$ cat src/common/opdec_pkg.sv
// Shared constants and types for the opcode class decoder.
// Assumes a 32-bit instruction word with the opcode in the top six bits.
package opdec_pkg;

    // ------------------------------------------------------------
    // Field positions
    // ------------------------------------------------------------
    localparam int OPC_HI = 31;
    localparam int OPC_LO = 26;
    localparam int RT_HI = 20;
    localparam int RT_LO = 16;
    localparam int FN_HI = 5;
    localparam int FN_LO = 0;

    // ------------------------------------------------------------
    // Primary opcode values
    // ------------------------------------------------------------
    localparam logic [5:0] OPC_SPECIAL = 6'h00;
    localparam logic [5:0] OPC_REG_IMM = 6'h01;
    localparam logic [5:0] OPC_SYSCTL = 6'h10;
    localparam logic [5:0] OPC_FPCOP = 6'h11;
    localparam logic [5:0] OPC_COP2 = 6'h12;
    localparam logic [5:0] OPC_FPX = 6'h13;
    localparam logic [5:0] OPC_LOAD_FP = 6'h31;
    localparam logic [5:0] OPC_LOAD_FPD = 6'h35;
    localparam logic [5:0] OPC_STORE_FP = 6'h39;
    localparam logic [5:0] OPC_STORE_FPD = 6'h3d;
    localparam logic [5:0] OPC_SYSCTL_LD = 6'h33;
    localparam logic [5:0] OPC_SYSCTL_ST = 6'h3b;
    localparam logic [5:0] OPC_RSV_TRAP0 = 6'h1c;
    localparam logic [5:0] OPC_RSV_UNDEF0 = 6'h1d;
    localparam logic [5:0] OPC_LEGACY0 = 6'h32;
    localparam logic [5:0] OPC_LEGACY1 = 6'h3a;

    // Function field values inside the special class
    localparam logic [5:0] FN_MOVE_FP_COND = 6'h01;
    localparam logic [5:0] FN_MOVE_IF_ZERO = 6'h0a;
    localparam logic [5:0] FN_MOVE_IF_NONZERO = 6'h0b;

    // Architecture levels, inclusive
    localparam logic [1:0] LVL_ONE = 2'h0;
    localparam logic [1:0] LVL_TWO = 2'h1;
    localparam logic [1:0] LVL_THREE = 2'h2;
    localparam logic [1:0] LVL_FOUR = 2'h3;

    // Reset values
    localparam logic FP_WIDE_RST = 1'b0;

    typedef enum logic [2:0] {
        op_execute,
        op_class_special,
        op_class_reg_imm,
        op_fp_coprocessor,
        op_system_control,
        op_none
    } op_sel_t;

endpackage

$ cat src/logic/opcode_class_exception_decode.sv
// Registered primary opcode decoder with exception classification.
// Assumes fetch presents one word per cycle with a valid strobe and
// that privilege and coprocessor enables are stable with the word.
`timescale 1ns/1ps
`default_nettype none

module opcode_class_exception_decode
    import opdec_pkg::*;
(
    input wire logic mclk,
    input wire logic resetn,
    input wire logic word_valid,
    input wire logic [31:0] word,
    input wire logic [1:0] arch_level,
    input wire logic legacy_two_mode,
    input wire logic fp_present,
    input wire logic fp_enable,
    input wire logic cop2_enable,
    input wire logic privileged,
    input wire logic sysctl_mem_used,
    input wire logic fp_wide_write,
    input wire logic fp_wide_value,
    output logic dec_valid,
    output op_sel_t op_sel,
    output logic [5:0] sub_field,
    output logic exc_reserved,
    output logic exc_cop_unusable,
    output logic [1:0] exc_cop_num,
    output logic fp_wide_regs
);

    // ------------------------------------------------------------
    // Register-width mode
    // ------------------------------------------------------------
    logic fp_wide_reg, fp_wide_next;

    // Writable only by privileged code on a present unit
    always_comb begin
        fp_wide_next = fp_wide_reg;
        if (fp_wide_write && privileged && fp_present) begin
            fp_wide_next = fp_wide_value;
        end
    end

    always_ff @(posedge mclk or negedge resetn) begin
        if (!resetn) begin
            fp_wide_reg <= FP_WIDE_RST;
        end else begin
            fp_wide_reg <= fp_wide_next;
        end
    end

    // ------------------------------------------------------------
    // Classification
    // ------------------------------------------------------------
    logic valid_reg, valid_next;
    op_sel_t sel_reg, sel_next;
    logic [5:0] sub_reg, sub_next;
    logic rsv_reg, rsv_next;
    logic cpu_reg, cpu_next;
    logic [1:0] cnum_reg, cnum_next;
    logic [5:0] opc;
    logic [5:0] fn;
    logic fp_ok;

    assign opc = word[OPC_HI:OPC_LO];
    assign fn = word[FN_HI:FN_LO];
    // Absent unit behaves as permanently disabled
    assign fp_ok = fp_present && fp_enable;

    // Reserved wins over unusable so only one flag ever rises
    always_comb begin
        valid_next = word_valid;
        sel_next = op_execute;
        sub_next = 6'h00;
        rsv_next = 1'b0;
        cpu_next = 1'b0;
        cnum_next = 2'h0;
        case (opc)
            OPC_SPECIAL: begin
                sel_next = op_class_special;
                sub_next = fn;
                // Conditional moves arrived at level four
                if ((fn == FN_MOVE_FP_COND || fn == FN_MOVE_IF_ZERO ||
                     fn == FN_MOVE_IF_NONZERO) &&
                    arch_level != LVL_FOUR) begin
                    rsv_next = 1'b1;
                end else if (fn == FN_MOVE_FP_COND && !fp_ok) begin
                    cpu_next = 1'b1;
                    cnum_next = 2'h1;
                end
            end
            OPC_REG_IMM: begin
                sel_next = op_class_reg_imm;
                sub_next = {1'b0, word[RT_HI:RT_LO]};
            end
            OPC_FPCOP, OPC_FPX, OPC_LOAD_FP, OPC_STORE_FP,
            OPC_LOAD_FPD, OPC_STORE_FPD: begin
                // Routed as is; imprecise multiply-add is the unit's affair
                sel_next = op_fp_coprocessor;
                sub_next = word[25:20];
                if (!fp_ok) begin
                    cpu_next = 1'b1;
                    cnum_next = 2'h1;
                end
            end
            OPC_SYSCTL: begin
                sel_next = op_system_control;
                if (!privileged) begin
                    cpu_next = 1'b1;
                end
            end
            OPC_COP2: begin
                sel_next = op_none;
                if (!cop2_enable) begin
                    cpu_next = 1'b1;
                    cnum_next = 2'h2;
                end
            end
            OPC_SYSCTL_LD, OPC_SYSCTL_ST: begin
                sel_next = op_system_control;
                if (!sysctl_mem_used) begin
                    rsv_next = 1'b1;
                end else if (!privileged) begin
                    cpu_next = 1'b1;
                end
            end
            OPC_RSV_TRAP0: begin
                rsv_next = 1'b1;
            end
            OPC_RSV_UNDEF0: begin
                // Trapping is the safe choice for undefined slots
                rsv_next = 1'b1;
            end
            OPC_LEGACY0, OPC_LEGACY1: begin
                if (arch_level >= LVL_THREE && legacy_two_mode) begin
                    rsv_next = 1'b1;
                end
            end
            default: begin
                sel_next = op_execute;
            end
        endcase
        // Any exception suppresses the operation
        if (rsv_next || cpu_next) begin
            sel_next = op_none;
            cpu_next = cpu_next && !rsv_next;
        end
        if (!word_valid) begin
            sel_next = op_none;
            rsv_next = 1'b0;
            cpu_next = 1'b0;
        end
    end

    always_ff @(posedge mclk or negedge resetn) begin
        if (!resetn) begin
            valid_reg <= 1'b0;
            sel_reg <= op_none;
            sub_reg <= 6'h00;
            rsv_reg <= 1'b0;
            cpu_reg <= 1'b0;
            cnum_reg <= 2'h0;
        end else begin
            valid_reg <= valid_next;
            sel_reg <= sel_next;
            sub_reg <= sub_next;
            rsv_reg <= rsv_next;
            cpu_reg <= cpu_next;
            cnum_reg <= cnum_next;
        end
    end

    assign dec_valid = valid_reg;
    assign op_sel = sel_reg;
    assign sub_field = sub_reg;
    assign exc_reserved = rsv_reg;
    assign exc_cop_unusable = cpu_reg;
    assign exc_cop_num = cnum_reg;
    assign fp_wide_regs = fp_wide_reg;

    // ------------------------------------------------------------
    // Checks
    // ------------------------------------------------------------
    chk_one_exception: assert property (@(posedge mclk) disable iff (!resetn)
        !(exc_reserved && exc_cop_unusable))
        else $error("two exceptions on one word");
    chk_trap_slot: assert property (@(posedge mclk) disable iff (!resetn)
        word_valid && opc == OPC_RSV_TRAP0 |=> exc_reserved)
        else $error("reserved trap slot missed");
    chk_undef_slot: assert property (@(posedge mclk) disable iff (!resetn)
        word_valid && opc == OPC_RSV_UNDEF0 |=> exc_reserved)
        else $error("undefined slot did not trap");
    chk_class_decode: assert property (@(posedge mclk) disable iff (!resetn)
        word_valid && opc == OPC_REG_IMM |=>
        op_sel == op_class_reg_imm &&
        sub_field == {1'b0, $past(word[RT_HI:RT_LO])})
        else $error("class opcode not decoded further");
    chk_fp_disabled: assert property (@(posedge mclk) disable iff (!resetn)
        word_valid && opc == OPC_FPCOP && !fp_enable |=>
        exc_cop_unusable && exc_cop_num == 2'h1 && op_sel == op_none)
        else $error("disabled floating op not blocked");
    chk_sysctl_priv: assert property (@(posedge mclk) disable iff (!resetn)
        word_valid && opc == OPC_SYSCTL && !privileged |=>
        exc_cop_unusable)
        else $error("system control without privilege");
    chk_fp_class: assert property (@(posedge mclk) disable iff (!resetn)
        word_valid && opc == OPC_FPX && fp_ok |=>
        op_sel == op_fp_coprocessor && !exc_cop_unusable)
        else $error("floating class wrongly refused");
    chk_sysctl_mem: assert property (@(posedge mclk) disable iff (!resetn)
        word_valid && opc == OPC_SYSCTL_LD && !sysctl_mem_used |=>
        exc_reserved)
        else $error("unused base-offset slot not reserved");
    chk_legacy: assert property (@(posedge mclk) disable iff (!resetn)
        word_valid && opc == OPC_LEGACY0 && legacy_two_mode &&
        arch_level == LVL_FOUR |=> exc_reserved)
        else $error("removed opcode ran in legacy mode");
    chk_wide_mode: assert property (@(posedge mclk) disable iff (!resetn)
        fp_wide_write && !privileged |=> $stable(fp_wide_regs))
        else $error("width mode changed without privilege");

endmodule

`default_nettype wire

$ cat config.mk
export PLATFORM = sky130hd
export DESIGN_NAME = opcode_class_exception_decode
export DESIGN_NICKNAME = d
export VERILOG_FILES = /design/src/common/opdec_pkg.sv /design/src/logic/opcode_class_exception_decode.sv
export SDC_FILE = /design/constraint.sdc
export NUM_CORES = 1
export LEC_CHECK = 0
export BUFFER_PORTS_ARGS = -buffer_cell sky130_fd_sc_hd__buf_2
export CORE_MARGIN = 2
export CORE_UTILIZATION = 35
export CTS_BUF_LIST = sky130_fd_sc_hd__clkbuf_16
export CTS_CLUSTER_DIAMETER = 30
export DETAILED_ROUTE_END_ITERATION = 8
export PLACE_DENSITY = 0.72
export REMOVE_ABC_BUFFERS = 1
export SLEW_MARGIN = 20
export SYNTH_ARGS = -nofsm -noshare
export SYNTH_HDL_FRONTEND = slang
export SYNTH_SLANG_ARGS = --single-unit
export TNS_END_PERCENT = 100
$ cat constraint.sdc
create_clock -name mclk -period 1.1 [get_ports mclk]
set_input_delay 0.055 -clock mclk [delete_from_list [all_inputs] [get_ports mclk]]
set_output_delay 0.055 -clock mclk [all_outputs]
set_load 0.02 [all_outputs]
# Word-level counts from Yosys, hierarchy flattened
# Cells that the tools add are included.
# W data, S select, Z words.
# totals
reg_bits	15
word_cells	68
# op_classes
n_lt_le_gt_ge	1
eq_ne	19
n_mux	23
n_reduce_logical	18
# op_table
op	count
$eq A6 B6 Y1 const B	8
$eq A6 B5 Y1 const B	6
$pmux W6 S3	1
$mux W1	15
$pmux W3 S5	1
$eq A6 B1 Y1 const B	2
$eq A6 B4 Y1 const B	2
$logic_and A1 B1 Y1	7
$logic_not A6 Y1	1
$mux W3	2
$pmux W2 S3	1
$reduce_or A2 Y1	3
$reduce_or A6 Y1	1
$pmux W1 S5	1
$pmux W1 S4	1
$logic_or A1 B1 Y1	3
$reduce_or A3 Y1	1
$ge A2 B2 Y1 const B	1
$logic_not A1 Y1	2
$mux W2	1
$ne A2 B2 Y1 const B	1

# Depth between registers and ports, before layout
# logic_depth
word_depth	10
ltp_mapped	6
ltp_nobuf	5

# Worst setup path after synthesis
# Ideal clock, no wire load.
# synth_timing
path_kind	input to register
from	in word[0]
to	reg sel_reg[0] (netlist: op_sel[0])
setup_ns	0.088
arrival_time_ns	1.148
required_ns	1.012
path_slack_ns	-0.136
stages	5
path_buffers	0
cell_sequence	nor3b_1 -> o211a_1 -> a211oi_4 -> nand3_2 -> or3_1
# synth_between
elab_chain_cells	9
word_cells_on_any_way	15
# synth_lines
element	line_no	source
from (decl)	opcode_class_exception_decode.sv:13	input wire logic [31:0] word,
$eq A6 B1 Y1 / $eq A6 B4 Y1 (equally long branches)	opcode_class_exception_decode.sv:84, opcode_class_exception_decode.sv:88	
$logic_or A1 B1 Y1 (2 in series)	opcode_class_exception_decode.sv:84	if ((fn == FN_MOVE_FP_COND || fn == FN_MOVE_IF_ZERO ||
$logic_and A1 B1 Y1	opcode_class_exception_decode.sv:85	fn == FN_MOVE_IF_NONZERO) &&
$mux W1	opcode_class_exception_decode.sv:84	
$pmux W1 S5 / $pmux W1 S4 (equally long branches)	opcode_class_exception_decode.sv:79	case (opc)
$logic_or A1 B1 Y1 (*)	opcode_class_exception_decode.sv:145	if (rsv_next || cpu_next) begin
$mux W3 (*)	opcode_class_exception_decode.sv:145	
$mux W3 (*)	opcode_class_exception_decode.sv:149	if (!word_valid) begin
via sel_next[0]	opcode_class_exception_decode.sv:57	op_sel_t sel_reg, sel_next;
to (signal assigned)	opcode_class_exception_decode.sv:159	sel_reg <= op_none;
to (signal assigned)	opcode_class_exception_decode.sv:166	sel_reg <= sel_next;
to (decl)	opcode_class_exception_decode.sv:57	
# Mark *: on every way through the listed nets, which the timed path passes. The rest lies on a longest branch.
# A chain may end at the register's enable or synchronous reset.

# Worst setup path in the final report
# layout_timing
from	in word[1]
to	reg sel_reg[2] (netlist: op_sel[2])
# The elaborated chain is that of the path after synthesis.

==> impl_metrics.json <==
{
  "synthFlopType": "dfrtp_1",
  "core-area_um2": 2170,
  "fin_skew_ps": 0,
  "clkTransAtPathRegs_ps": 50,
  "clock-root-buffer": "clkbuf_16",
  "vias": 834,
  "viasPerCell": 5.02,
  "area_delta_synth_final_pct": 70.4,
  "synth_area_leaders": "dfrtp_1 (41%), dfstp_2 (6.7%), a222oi_1 (6.4%)",
  "clock_latency_ps": 240,
  "crit_path_start_kind": "input pin",
  "ys_seq_area_frac": 0.481,
  "ys_types": 37,
  "final_util": 0.617,
  "async_flop_share": 1.00,
  "gr-total-overflow": 0,
  "path_max_fanout": 3,
  "outcome": "finished, final reports clean",
  "fillers": 204,
  "cts_setup_buffers": 0,
  "grt_setup_unrepaired": "yes",
  "tightest_slew_ps": 338,
  "cp.arrival_ps": 1240,
  "num_rows": 17,
  "grt_pass1_vias": 797,
  "syn-cell-area_um2": 786,
  "netlist_instances": 70,
  "final_nets": 184,
  "start_util": 0.362,
  "grt_usage": 0.180,
  "die_w_um": 51.4,
  "top_layer": "met4",
  "numCtsBuffers": 3,
  "htreeDepth": 1,
  "peakVddDrop_v": 0.000742,
  "multi_input_area_um2": 408,
  "routabilityCongestion": 0.716,
  "synth.most_common_cell": "dfrtp_1",
  "wl_met3_um": 108,
  "crit_type": "in -> reg",
  "synth_commonest_cells": "dfrtp_1 (13), inv_1 (6), a222oi_1 (5)",
  "fmax_ghz": 0.924,
  "drive_above_1_share": 0.616,
  "grt_pass1_wl_um": 3440,
  "fin_crit_ps": 1080,
  "maxSlewHeadroom": 0.775,
  "cts.sinks": 15,
  "hold_path_class": "in -> reg",
  "portBuffers": 49,
  "maxSlewViolCount": 0,
  "drc": 0,
  "die_area_um2": 2640,
  "fin_crit_sh": 0.984,
  "p_per_area_nw_per_um2": 1180,
  "synth_edf_count": 0,
  "avgSynthCellArea_um2": 11.2,
  "cap_violations": 0,
  "drt_iter0_markers": 25,
  "synth_top_area_cell": "dfrtp_1",
  "ys_seq_elements": 15,
  "wl_per_cell_um": 13.3,
  "ios": 60,
  "place_hpwl_um": 1690,
  "yosysWarnings": 0,
  "wl_met1_um": 795,
  "finalNonFillerCells": 166,
  "dp.cells": 159,
  "die_y_um": 51.4,
  "endpoint_kind": "flop",
  "antenna_found_initial": 0,
  "cts_tree": "done",
  "detail-route-antenna-nets": 0,
  "seqCellArea_um2": 378,
  "power.leakage_nw": 0.755,
  "totalWireLength_um": 2210,
  "grt_max_degree": 16,
  "hold_viol": 0,
  "wl_met2_um": 1230,
  "setup_viol": 0,
  "synth_top_area_share": 0.414,
  "antenna-diode-count": 0,
  "drt-pass1-iter-count": 5,
  "clock_path_buffers": 2,
  "critPathRequiredTime_ps": 1260
}
cell type report:
cell class,count,area share
Timing Repair Buffer,66,0.310
Multi-Input combinational cell,47,0.305
Sequential cell,15,0.282
Clock buffer,3,0.0561
Tap cell,28,0.0262
Inverter,6,0.0168
Clock inverter,1,0.00374
power breakdown:
| group | switching (W) | internal [W] |
|---|---|---|
| combinational | 0.000145 | 0.000150 |
| clock | 0.000207 | 0.000484 |
| sequential | 0.00000742 | 0.000584 |
layout by cell type (no fill, tap or decap), types with 2 or more instances in the layout:
cell | synthesis | routed
dlygate4sd3_1 | 0 | 3
inv_1 | 6 | 6
or3_1 | 3 | 2
nor3_2 | 2 | 2
dfrtp_1 | 13 | 13
nor2_1 | 3 | 3
dfstp_2 | 2 | 2
nand2_1 | 3 | 2
and2_4 | 1 | 2
a222oi_1 | 5 | 5
nor3b_1 | 2 | 2
buf_4 | 0 | 13
or2b_1 | 2 | 2
buf_2 | 0 | 44
a21oi_1 | 2 | 2
buf_6 | 1 | 6
clkbuf_16 | 0 | 3
state kept, by name (all words and copies together) (netlist names):
name / flops
sub_field: 6
op_sel: 3
exc_cop_num: 2
dec_valid: 1
exc_cop_unusable: 1
exc_reserved: 1
fp_wide_regs: 1
per-stage QoR:
step / setup TNS (ps) / hold slack [ps] / area [um^2] / worst slack, ps / power, W
final: 0 / 31.0 / 1340 / 17.6 / 0.00158
after CTS: -0.471 / 26.9 / 1320 / -0.471 / 0.00158
after floorplan: -288 / -241 / 771 / -136 / 0.000700
after global routing: -38.7 / 48.7 / 1340 / -25.8 / 0.00164
after global placement: -2780 / -32.2 / 1160 / -269 / 0.000850
after detailed placement: -3250 / -32.1 / 1160 / -325 / 0.000859
logic make-up after synthesis:
group	share of synthesized area
AND/OR/NAND/NOR	0.279
flip-flops	0.481
AO/OA/AOI/OAI	0.178
buffers and inverters	0.0478
multiplexers	0.0143
what timing repair did:
item,4_1_cts,5_1_grt
pin swaps,10,10
endpoints found under the setup margin,8,10
endpoints found under the hold margin,17,0
hold buffers,3,0
gates resized for setup,11,6
worst max-delay path, cell delays in order:
cell	delay, ps
buf_6	100
and2_4	140
o211a_1	250
a211oi_4	230
nand3_2	100
or3b_1	360
final timing paths:
check,startpoint,to,slack (ps),depth (start not counted)
max,word[1],op_sel[2],20,6
max in group asynchronous,resetn,op_sel[2],560,2
min reg2reg,fp_wide_regs,fp_wide_regs,500,1
min,word[3],sub_field[3],30,3
min in group asynchronous,resetn,sub_field[4],240,2
max reg2reg,fp_wide_regs,fp_wide_regs,360,1
per-layer routing:
metal	GRT usage	vias to the layer above
li1	-	400
met1	0.201	394
met2	0.318	34
met3	0.0146	6
met4	0.127	0
met5	0	-
Note: power is estimated with default switching activity, not from simulation.
